### config.mk
export PLATFORM = sky130hd
export DESIGN_NAME = adcp_ctrl
export DESIGN_NICKNAME = d
export VERILOG_FILES = /design/src/core/adcp_dummy_unused.sv /design/src/common/adcp_pkg.sv /design/src/core/adcp_ctrl.sv /design/src/core/adcp_timer.sv
export SDC_FILE = /design/constraint.sdc
export NUM_CORES = 1
export LEC_CHECK = 0
export BUFFER_PORTS_ARGS = -buffer_cell sky130_fd_sc_hd__buf_2
export CORE_MARGIN = 4
export CORE_UTILIZATION = 60
export CTS_BUF_LIST = sky130_fd_sc_hd__clkbuf_16
export DETAILED_ROUTE_END_ITERATION = 12
export PLACE_DENSITY_LB_ADDON = 0.25
export SYNTH_ARGS = -nofsm -noshare
export SYNTH_HDL_FRONTEND = slang
export SYNTH_SLANG_ARGS = --single-unit
### constraint.sdc
create_clock -name ref_clk_i -period 3.2 [get_ports ref_clk_i]
set_clock_uncertainty 0.05 [all_clocks]
set_input_delay 0.48 -clock ref_clk_i [delete_from_list [all_inputs] [get_ports ref_clk_i]]
set_output_delay 0.48 -clock ref_clk_i [all_outputs]
set_load 0.01 [all_outputs]
### src/core/adcp_dummy_unused.sv
`timescale 1ns/10ps

### src/common/adcp_pkg.sv
// Shared constants and types for the asynchronous DRAM strobe controller
package adcp_pkg;

    // ========================================================================
    // Clock and timing figures (ns unless marked)
    // ========================================================================
    localparam int CLK_NS        = 4;
    localparam int T_PAUSE_NS    = 200000;
    localparam int T_REF_MS      = 64;
    localparam int REF_ROWS      = 512;
    localparam int INIT_CYCLES   = 8;
    localparam int T_RAS_NS      = 70;
    localparam int T_RAS_MAX_NS  = 100000;
    localparam int T_RP_NS       = 60;
    localparam int T_RCD_NS      = 20;
    localparam int T_CAS_NS      = 25;
    localparam int T_CAC_NS      = 25;
    localparam int T_RAC_NS      = 70;
    localparam int T_CP_NS       = 10;
    localparam int T_CPA_NS      = 53;
    localparam int T_CSR_NS      = 0;
    localparam int T_CWL_NS      = 17;
    localparam int T_RWL_NS      = 22;

    // ========================================================================
    // Cycle conversion
    // ========================================================================
    function automatic int cyc_up(input int ns);
        int c;
        c = (ns + CLK_NS - 1) / CLK_NS;
        return (c < 1) ? 1 : c;
    endfunction

    function automatic int cyc_dn(input int ns);
        int c;
        c = ns / CLK_NS;
        return (c < 1) ? 1 : c;
    endfunction

    function automatic int imax(input int a, input int b);
        return (a > b) ? a : b;
    endfunction

    localparam int PAUSE_CYC   = cyc_up(T_PAUSE_NS);
    localparam int REF_CYC     = cyc_dn(T_REF_MS * 1000000 / REF_ROWS);
    localparam int RAS_MAX_CYC = cyc_dn(T_RAS_MAX_NS);
    localparam int RAS_CYC     = cyc_up(T_RAS_NS);
    localparam int RP_CYC      = cyc_up(T_RP_NS);
    localparam int RCD_CYC     = cyc_up(T_RCD_NS);
    localparam int CP_CYC      = cyc_up(T_CP_NS);
    localparam int CSR_CYC     = cyc_up(T_CSR_NS);
    // Column strobe low time; one extra cycle lets output data settle
    localparam int ACC_CYC     = 1 + imax(imax(cyc_up(T_CAS_NS), cyc_up(T_CAC_NS)),
                                      imax(imax(cyc_up(T_RAC_NS) - RCD_CYC,
                                                cyc_up(T_CPA_NS) - CP_CYC),
                                           imax(cyc_up(T_CWL_NS), cyc_up(T_RWL_NS))));
    // Page must close before the row strobe low limit
    localparam int PAGE_MARGIN = ACC_CYC + CP_CYC + 4;

    // ========================================================================
    // Widths and types
    // ========================================================================
    localparam int TW       = 16;
    localparam int AW       = 10;
    localparam int ROW_W    = 9;
    localparam int INIT_W   = 4;

    typedef struct packed {
        logic          ras_n;
        logic          cas_n;
        logic          we_n;
        logic [AW-1:0] addr;
        logic          din;
    } adcp_pins_t;

    typedef struct packed {
        logic            write;
        logic [2*AW-1:0] addr;
        logic            wdata;
    } adcp_req_t;

    typedef enum logic [3:0] {
        ST_PAUSE, ST_REF_SET, ST_REF_RAS, ST_REF_END, ST_IDLE,
        ST_ROW_SET, ST_ROW, ST_COL_SET, ST_COL, ST_CAS_UP, ST_PRE
    } adcp_state_t;

    localparam adcp_pins_t PINS_RESET = '{ras_n: 1'b1, cas_n: 1'b1, we_n: 1'b1,
                                          addr: '0, din: 1'b0};

endpackage

### src/core/adcp_ctrl.sv
// Controller that drives a 1M x 1 asynchronous page-mode DRAM by its strobes
//
// Summary of operation
// RULE1: Pause strobes high, then eight refresh cycles
// RULE2: Reads keep write enable high past strobes
// RULE3: Write enable falls before column strobe: early write
// RULE4: Late write enable makes read-modify-write cycle
// RULE5: Otherwise delayed write; lead times must hold
// RULE6: Reads: strobes low, write enable high
// RULE7: Read data valid while column strobe low
// RULE8: Access bounded by row, column or address
// RULE9: Excess row-to-column delay adds to access
// RULE10: All 512 rows refreshed every 64 ms
// RULE11: Row-only refresh: column strobe high, output off
// RULE12: Column before row strobe uses internal address
// RULE13: Internal refresh counter advances each such refresh
// RULE14: Hidden refresh keeps previous read data
// RULE15: Page column cycles never count as refresh
// RULE16: Column strobe high for page precharge minimum
// RULE17: Page access counted from column strobe rise
// RULE18: Row and column halves share address pins
// RULE19: Write data taken at later strobe fall
// RULE20: Spread refreshes evenly, one per interval
`timescale 1ns/10ps
`default_nettype none

module adcp_ctrl #(
    parameter int   PAUSE_CYC   = adcp_pkg::PAUSE_CYC,
    parameter int   REF_CYC     = adcp_pkg::REF_CYC,
    parameter int   RAS_MAX_CYC = adcp_pkg::RAS_MAX_CYC,
    parameter logic USE_CBR     = 1'b1
) (
    input  wire logic                ref_clk_i,
    input  wire logic                arst_n_i,
    input  wire logic                ce_i,
    input  wire logic                req_i,
    input  wire adcp_pkg::adcp_req_t req_data_i,
    input  wire logic                dram_dout_i,
    output logic                     ack_o,
    output logic                     rdata_o,
    output logic                     init_done_o,
    output adcp_pkg::adcp_pins_t     dram_o
);

    localparam int TW = adcp_pkg::TW;
    localparam int AW = adcp_pkg::AW;

    localparam adcp_pkg::adcp_state_t ST_PAUSE   = adcp_pkg::ST_PAUSE;
    localparam adcp_pkg::adcp_state_t ST_REF_SET = adcp_pkg::ST_REF_SET;
    localparam adcp_pkg::adcp_state_t ST_REF_RAS = adcp_pkg::ST_REF_RAS;
    localparam adcp_pkg::adcp_state_t ST_REF_END = adcp_pkg::ST_REF_END;
    localparam adcp_pkg::adcp_state_t ST_IDLE    = adcp_pkg::ST_IDLE;
    localparam adcp_pkg::adcp_state_t ST_ROW_SET = adcp_pkg::ST_ROW_SET;
    localparam adcp_pkg::adcp_state_t ST_ROW     = adcp_pkg::ST_ROW;
    localparam adcp_pkg::adcp_state_t ST_COL_SET = adcp_pkg::ST_COL_SET;
    localparam adcp_pkg::adcp_state_t ST_COL     = adcp_pkg::ST_COL;
    localparam adcp_pkg::adcp_state_t ST_CAS_UP  = adcp_pkg::ST_CAS_UP;
    localparam adcp_pkg::adcp_state_t ST_PRE     = adcp_pkg::ST_PRE;

    function automatic logic [TW-1:0] ld(input int c);
        return TW'(c - 1);
    endfunction

    // ========================================================================
    // State
    // ========================================================================
    adcp_pkg::adcp_state_t           state_reg, state_next;
    adcp_pkg::adcp_pins_t            pins_reg, pins_next;
    adcp_pkg::adcp_req_t             op_reg, op_next;
    logic                            ack_reg, ack_next;
    logic                            rdata_reg, rdata_next;
    logic                            init_done_reg, init_done_next;
    logic [adcp_pkg::INIT_W-1:0]     init_cnt_reg, init_cnt_next;
    logic [adcp_pkg::ROW_W-1:0]      ref_row_reg, ref_row_next;
    logic [TW-1:0]                   ref_tick_reg;
    logic                            ref_pend_reg;
    logic                            ref_clr;
    logic [TW-1:0]                   ras_open_reg;
    logic                            tmr_load;
    logic [TW-1:0]                   tmr_val;
    logic                            tmr_done;
    logic                            pause_armed_reg;
    logic                            tmr_load_pause;

    // ========================================================================
    // Decoding
    // ========================================================================
    wire logic          ref_tick_end = (ref_tick_reg == TW'(REF_CYC - 1));
    wire logic          same_row     = (req_data_i.addr[2*AW-1:AW] == op_reg.addr[2*AW-1:AW]);
    wire logic          ras_too_long = (ras_open_reg >= TW'(RAS_MAX_CYC - adcp_pkg::PAGE_MARGIN));
    wire logic          page_ok      = req_i && same_row && !ref_pend_reg && !ras_too_long;
    wire logic [AW-1:0] ref_addr     = AW'(ref_row_reg);

    adcp_timer #(
        .W      (TW)
    ) u_phase_timer (
        .ref_clk_i (ref_clk_i),
        .arst_n_i  (arst_n_i),
        .ce_i      (ce_i),
        .load_i    (tmr_load),
        .val_i     (tmr_val),
        .done_o    (tmr_done)
    );

    // ========================================================================
    // Strobe sequencer
    // ========================================================================
    always_comb begin
        state_next     = state_reg;
        pins_next      = pins_reg;
        op_next        = op_reg;
        ack_next       = 1'b0;
        rdata_next     = rdata_reg;
        init_done_next = init_done_reg;
        init_cnt_next  = init_cnt_reg;
        ref_row_next   = ref_row_reg;
        ref_clr        = 1'b0;
        tmr_load       = 1'b0;
        tmr_val        = '0;
        case (state_reg)
            ST_PAUSE: begin
                // First cycle after reset arms the power-up pause
                if (tmr_load_pause) begin                           // [RULE1]
                    tmr_load = 1'b1;
                    tmr_val  = ld(PAUSE_CYC);
                end else if (tmr_done) begin                        // [RULE1]
                    state_next = ST_REF_SET;
                end
            end
            ST_REF_SET: begin
                // Column strobe leads the row strobe, or the row address is set up
                pins_next.cas_n = !USE_CBR;                         // [RULE12] [RULE11]
                pins_next.addr  = ref_addr;
                pins_next.we_n  = 1'b1;
                tmr_load        = 1'b1;
                tmr_val         = ld(adcp_pkg::CSR_CYC);
                state_next      = ST_REF_RAS;
            end
            ST_REF_RAS: begin
                if (tmr_done && pins_reg.ras_n) begin
                    pins_next.ras_n = 1'b0;
                    ref_clr         = 1'b1;
                    tmr_load        = 1'b1;
                    tmr_val         = ld(adcp_pkg::RAS_CYC);
                end else if (tmr_done) begin
                    pins_next.ras_n = 1'b1;
                    pins_next.cas_n = 1'b1;
                    tmr_load        = 1'b1;
                    tmr_val         = ld(adcp_pkg::RP_CYC);
                    state_next      = ST_REF_END;
                end
            end
            ST_REF_END: begin
                if (tmr_done) begin
                    ref_row_next = ref_row_reg + 1'b1;              // [RULE10]
                    if (!init_done_reg) begin
                        init_cnt_next = init_cnt_reg + 1'b1;
                        if (init_cnt_reg == adcp_pkg::INIT_W'(adcp_pkg::INIT_CYCLES - 1)) begin
                            init_done_next = 1'b1;                  // [RULE1]
                            state_next     = ST_IDLE;
                        end else begin
                            state_next = ST_REF_SET;
                        end
                    end else begin
                        state_next = ST_IDLE;
                    end
                end
            end
            ST_IDLE: begin
                if (ref_pend_reg) begin                             // [RULE20]
                    state_next = ST_REF_SET;
                end else if (req_i) begin
                    op_next        = req_data_i;
                    pins_next.addr = req_data_i.addr[2*AW-1:AW];    // [RULE18]
                    pins_next.we_n = 1'b1;
                    state_next     = ST_ROW_SET;
                end
            end
            ST_ROW_SET: begin
                pins_next.ras_n = 1'b0;                             // [RULE6]
                tmr_load        = 1'b1;
                tmr_val         = ld(adcp_pkg::RCD_CYC);
                state_next      = ST_ROW;
            end
            ST_ROW: begin
                if (tmr_done) begin
                    pins_next.addr = op_reg.addr[AW-1:0];           // [RULE18]
                    pins_next.we_n = !op_reg.write;                 // [RULE3] [RULE19]
                    pins_next.din  = op_reg.wdata;
                    state_next     = ST_COL_SET;
                end
            end
            ST_COL_SET: begin
                pins_next.cas_n = 1'b0;
                tmr_load        = 1'b1;
                // Covers row, column and page access paths alike
                tmr_val         = ld(adcp_pkg::ACC_CYC);            // [RULE8] [RULE9] [RULE17]
                state_next      = ST_COL;
            end
            ST_COL: begin
                if (tmr_done) begin
                    rdata_next      = dram_dout_i;                  // [RULE7]
                    ack_next        = 1'b1;
                    pins_next.cas_n = 1'b1;
                    tmr_load        = 1'b1;
                    tmr_val         = ld(adcp_pkg::CP_CYC);         // [RULE16]
                    state_next      = ST_CAS_UP;
                end
            end
            ST_CAS_UP: begin
                // Write enable stays as is until here, past the column strobe rise
                pins_next.we_n = 1'b1;                              // [RULE2] [RULE5]
                if (tmr_done && page_ok) begin                      // [RULE15]
                    op_next        = req_data_i;
                    pins_next.addr = req_data_i.addr[AW-1:0];
                    pins_next.we_n = !req_data_i.write;             // [RULE3]
                    pins_next.din  = req_data_i.wdata;
                    state_next     = ST_COL_SET;
                end else if (tmr_done) begin
                    pins_next.ras_n = 1'b1;
                    tmr_load        = 1'b1;
                    tmr_val         = ld(adcp_pkg::RP_CYC);
                    state_next      = ST_PRE;
                end
            end
            ST_PRE: begin
                if (tmr_done) begin
                    state_next = ST_IDLE;
                end
            end
            default: begin
                state_next = ST_IDLE;
            end
        endcase
    end

    always_ff @(posedge ref_clk_i or negedge arst_n_i) begin
        if (!arst_n_i) begin
            state_reg     <= ST_PAUSE;
            pins_reg      <= adcp_pkg::PINS_RESET;
            op_reg        <= '0;
            ack_reg       <= 1'b0;
            rdata_reg     <= 1'b0;
            init_done_reg <= 1'b0;
            init_cnt_reg  <= '0;
            ref_row_reg   <= '0;
        end else if (ce_i) begin
            state_reg     <= state_next;
            pins_reg      <= pins_next;
            op_reg        <= op_next;
            ack_reg       <= ack_next;
            rdata_reg     <= rdata_next;
            init_done_reg <= init_done_next;
            init_cnt_reg  <= init_cnt_next;
            ref_row_reg   <= ref_row_next;
        end
    end

    // ========================================================================
    // Pause, refresh interval and row-open timing
    // ========================================================================
    always_ff @(posedge ref_clk_i or negedge arst_n_i) begin
        if (!arst_n_i) begin
            pause_armed_reg <= 1'b0;
        end else if (ce_i) begin
            pause_armed_reg <= 1'b1;
        end
    end

    assign tmr_load_pause = !pause_armed_reg;

    always_ff @(posedge ref_clk_i or negedge arst_n_i) begin
        if (!arst_n_i) begin
            ref_tick_reg <= '0;
            ref_pend_reg <= 1'b0;
        end else if (ce_i) begin
            ref_tick_reg <= ref_tick_end ? '0 : ref_tick_reg + TW'(1);
            // A new tick wins over the clear of the same cycle
            ref_pend_reg <= (ref_tick_end && init_done_reg)
                            || (ref_pend_reg && !ref_clr);          // [RULE10] [RULE20]
        end
    end

    always_ff @(posedge ref_clk_i or negedge arst_n_i) begin
        if (!arst_n_i) begin
            ras_open_reg <= '0;
        end else if (ce_i) begin
            ras_open_reg <= pins_reg.ras_n ? '0 : ras_open_reg + TW'(1);
        end
    end

    assign ack_o       = ack_reg;
    assign rdata_o     = rdata_reg;
    assign init_done_o = init_done_reg;
    assign dram_o      = pins_reg;

    // ========================================================================
    // Checks
    // ========================================================================
    init_strobes_a: assert property (@(posedge ref_clk_i) disable iff (!arst_n_i) // [RULE1]
        !init_done_reg && state_reg == ST_PAUSE |-> pins_reg.ras_n && pins_reg.cas_n)
        else $error("strobes not high during power-up pause");

    read_we_high_a: assert property (@(posedge ref_clk_i) disable iff (!arst_n_i) // [RULE2]
        $rose(pins_reg.cas_n) && !op_reg.write |-> pins_reg.we_n ##1 pins_reg.we_n)
        else $error("write enable low around end of read");

    early_write_a: assert property (@(posedge ref_clk_i) disable iff (!arst_n_i) // [RULE3]
        $fell(pins_reg.cas_n) && !pins_reg.ras_n |-> pins_reg.we_n == !op_reg.write)
        else $error("write enable not set up before column strobe");

    cas_precharge_a: assert property (@(posedge ref_clk_i) disable iff (!arst_n_i) // [RULE16]
        $rose(pins_reg.cas_n) |=> pins_reg.cas_n [*2])
        else $error("column strobe precharge too short");

    cbr_order_a: assert property (@(posedge ref_clk_i) disable iff (!arst_n_i) // [RULE12]
        $fell(pins_reg.ras_n) && !pins_reg.cas_n |-> state_reg == ST_REF_RAS && USE_CBR)
        else $error("column strobe low at row fall outside refresh");

    read_data_a: assert property (@(posedge ref_clk_i) disable iff (!arst_n_i) // [RULE7]
        ack_reg |-> rdata_reg == $past(dram_dout_i) && $past(!pins_reg.cas_n))
        else $error("read data not sampled while column strobe low");

    refresh_first_a: assert property (@(posedge ref_clk_i) disable iff (!arst_n_i) // [RULE20]
        state_reg == ST_IDLE && ref_pend_reg && ce_i |=> state_reg == ST_REF_SET)
        else $error("pending refresh not served from idle");

    row_addr_a: assert property (@(posedge ref_clk_i) disable iff (!arst_n_i) // [RULE18]
        $fell(pins_reg.ras_n) && pins_reg.cas_n && init_done_reg && state_reg == ST_ROW
        |-> pins_reg.addr == op_reg.addr[2*AW-1:AW])
        else $error("row address not on pins at row strobe fall");

    ras_width_a: assert property (@(posedge ref_clk_i) disable iff (!arst_n_i) // [RULE8]
        $rose(pins_reg.ras_n) |-> $past(ras_open_reg) >= TW'(adcp_pkg::RAS_CYC - 1))
        else $error("row strobe low time too short");

endmodule

`default_nettype wire

### src/core/adcp_timer.sv
// Loadable down counter that times each strobe phase
`timescale 1ns/10ps
`default_nettype none

module adcp_timer #(
    parameter int W = 16
) (
    input  wire logic         ref_clk_i,
    input  wire logic         arst_n_i,
    input  wire logic         ce_i,
    input  wire logic         load_i,
    input  wire logic [W-1:0] val_i,
    output logic              done_o
);

    logic [W-1:0] cnt_reg;

    always_ff @(posedge ref_clk_i or negedge arst_n_i) begin
        if (!arst_n_i) begin
            cnt_reg <= '0;
        end else if (ce_i) begin
            if (load_i) begin
                cnt_reg <= val_i;
            end else if (cnt_reg != '0) begin
                cnt_reg <= cnt_reg - W'(1);
            end
        end
    end

    assign done_o = (cnt_reg == '0);

endmodule

`default_nettype wire

==> metrics.txt <==
top-count cell post-synth=dfrtp_1; grt ovf=0; Max H-tree Level=3; YS warnings=0; Design Power=5340 uW; largest family of logic cells by synthesized area=simple AND/OR/NAND/NOR gates; Routed WL per cell=18.9 um; buffers added on ports=43; FF/Latch Area=2660 um2; synthesized flop and latch total=106; post-synthesis net count=622; top cell type by total area after synthesis=dfrtp_1; DR WL met3=1160 um; clk buf depth=2; Routed met2 length=6870 um; status=finished, final reports clean; Total Routing Usage GR=26.9%; Clk Latency, worst-skew pair=350 ps; multiplexer area fraction after synthesis=9.00%; first-pass GRT wire length=24,400 um; Die Y=107 um; PD cells=801 nW/um2; Setup WS post-layout=341 ps; Multi-input gate area=3030 um2; Antenna Nets Post-Route=0; setup_tns=0 ps; area delta synth->final=13.6%; Inserted Clock Buffers=9; Min-Delay Path Class=in -> async; Syn Inst Count=589; library cells used by synthesis=67; vias in the first global route=4,823; Setup CP Type=reg -> reg; routed wire length=14,800 um; min Tclk post-route=2860 ps; total number of vias=4,958; DP Wirelength=10,900 um; Avg Cell Area, Syn=9.96 um2; Compound-Gate Fraction of Synth Area=15.6%; Post-synth EDFFs=0; Starting Density=62.6%; Die Wd=107 um; most used flip-flop cell after synthesis=dfrtp_1; Area contributors post-synth=dfrtp_1 44%, mux2_4 5.1%, xor2_1 4.6%, nor2_1 3.5%, mux2_2 2.7%; number of flip-flops in the largest register=22; Leak=0.00301 uW; synthesized-area fraction occupied by adder cells=1.28%; io pins=44; Mapped Area=5870 um2; TritonCTS clock tree=yes; CP max FO=22; CP Cell Sequence=inv_1, nand3_1, nor3_4, and3_1, o21ai_4, mux2_2; CTS resizes=0; placer congestion estimate=0.939; Clk pin slew, worst setup/hold paths=70 ps; CP Capture Type=register; layout cells sized above 1=20.3%; ys async rst share=100%; final period utilization=89.3%; Rows=35; Synth Area in XOR/XNOR=6.42%; Critical Path AT=3040 ps; Worst Max-Slew Pin Slew=965 ps; final number of max-transition violations=0; dpl ws=311 ps; simple-gate area share of the yosys netlist=19.4%; number of hold buffers added after CTS=0; RSZ-0062 raised after global routing=false; highest routed layer=met4; DRC violations left=0; utilization after layout=71.1%; largest net degree at the start of global routing=44; Core ar.=9370 um2; sequential-to-total area share from yosys stat=45.3%; TritonRoute pass-1 iters=7; final hold vios=0; Vias/cell=6.32; Post CTS Setup Buffer Count=0; # diodes=0; die area=11,400 um2; Relative slew margins=35.4%; Synth top area share=43.9%; Initial DRC Count=499; Worst setup SP type=register; CP max-delay cell=o21ai_4; CTS Root Buffer Type=clkbuf_16; Largest stage delay, worst path=780 ps; Final setup viols=0; max-cap violation count=0; WL met1=6510 um; Fmax=0.350 GHz; worst endpoint required time=3380 ps; VDD IR max=0.540 mV; Final #Nets=684; synth cell count leaders=103 x dfrtp_1, 54 x nor2_1, 41 x nand2_1; initial antenna violation count=0; clock tree sinks=106; Fillers=727
## through the flow
stage,instances,hold WS (ps),cell area (um2)
floorplan,589,134,5870
global placement,769,400,6360
detailed placement,769,421,6360
CTS,784,88.3,6670
global route,784,94.1,6670
finish,784,63.6,6670
## power breakdown
| part | switching, uW | internal (uW) | leakage [uW] |
|---|---|---|---|
| Clock | 484 | 677 | 0.000153 |
| Combinational | 1080 | 940 | 0.00150 |
| Sequential | 433 | 1720 | 0.00135 |
| Total | 2000 | 3340 | 0.00301 |
## layout make-up
cell class / instances / area share [%]
clock buffers: 9 / 3.38
inverters: 22 / 1.24
flip-flops and latches: 106 / 39.9
multi-input cells: 441 / 45.4
repair buffers: 71 / 6.42
well taps: 129 / 2.42
clock inverters: 6 / 1.24
## critical path: cells and delay by family (launching register included)
kind,cells,cell delay (ps)
multiplexers,1,430
flip-flops,1,640
AND/OR/NAND/NOR,3,610
AO/OA/AOI/OAI,1,780
buffers and inverters,1,220
## worst paths after layout
| path | endpoint | startpoint | cells past startpoint | slack [ps] |
|---|---|---|---|---|
| setup reg to reg | op_reg[20] | state_reg[2] | 6 | 340 |
| hold reg to reg | init_cnt_reg[3] | init_cnt_reg[3] | 1 | 430 |
| hold / removal | ref_tick_reg[7] | arst_n_i | 1 | 60 |
| setup / recovery | op_reg[20] | state_reg[2] | 6 | 340 |
| min in group ref_clk_i | rdata_o | dram_dout_i | 2 | 320 |
| max in group asynchronous | dram_o[11] | arst_n_i | 2 | 2260 |
## layer usage
| metal | GRT usage, % | vias to the layer above |
|---|---|---|
| met3 | 6.20 | 28 |
| met2 | 41.1 | 205 |
| met1 | 37.8 | 2422 |
| met4 | 9.13 | 0 |
| li1 | - | 2303 |
| met5 | 0 | - |
## layout by cell type (no fill, tap or decap), drive strengths merged, types with 6 or more instances in the layout
cell,instances
nor2,54
a221oi,6
nand2,41
clkbuf,9
o21ai,32
nand4,21
inv,21
buf,71
nor2b,8
nand3,22
and3,8
mux2,34
mux2i,7
nor4,10
o31ai,6
xor2,31
dfrtp,103
o21a,6
nor3,20
xnor2,12
a21oi,29
nand2b,7
ha,6
## cells by family (layout without fill, tap and decap cells)
group / after synthesis / after routing
fa+ha+maj: 6 / 6
mux: 41 / 41
flops: 106 / 106
simple gates: 217 / 217
xor+xnor: 43 / 43
compound gates: 134 / 134
buf+inv: 42 / 108
Power figures use the tool's default switching activity.
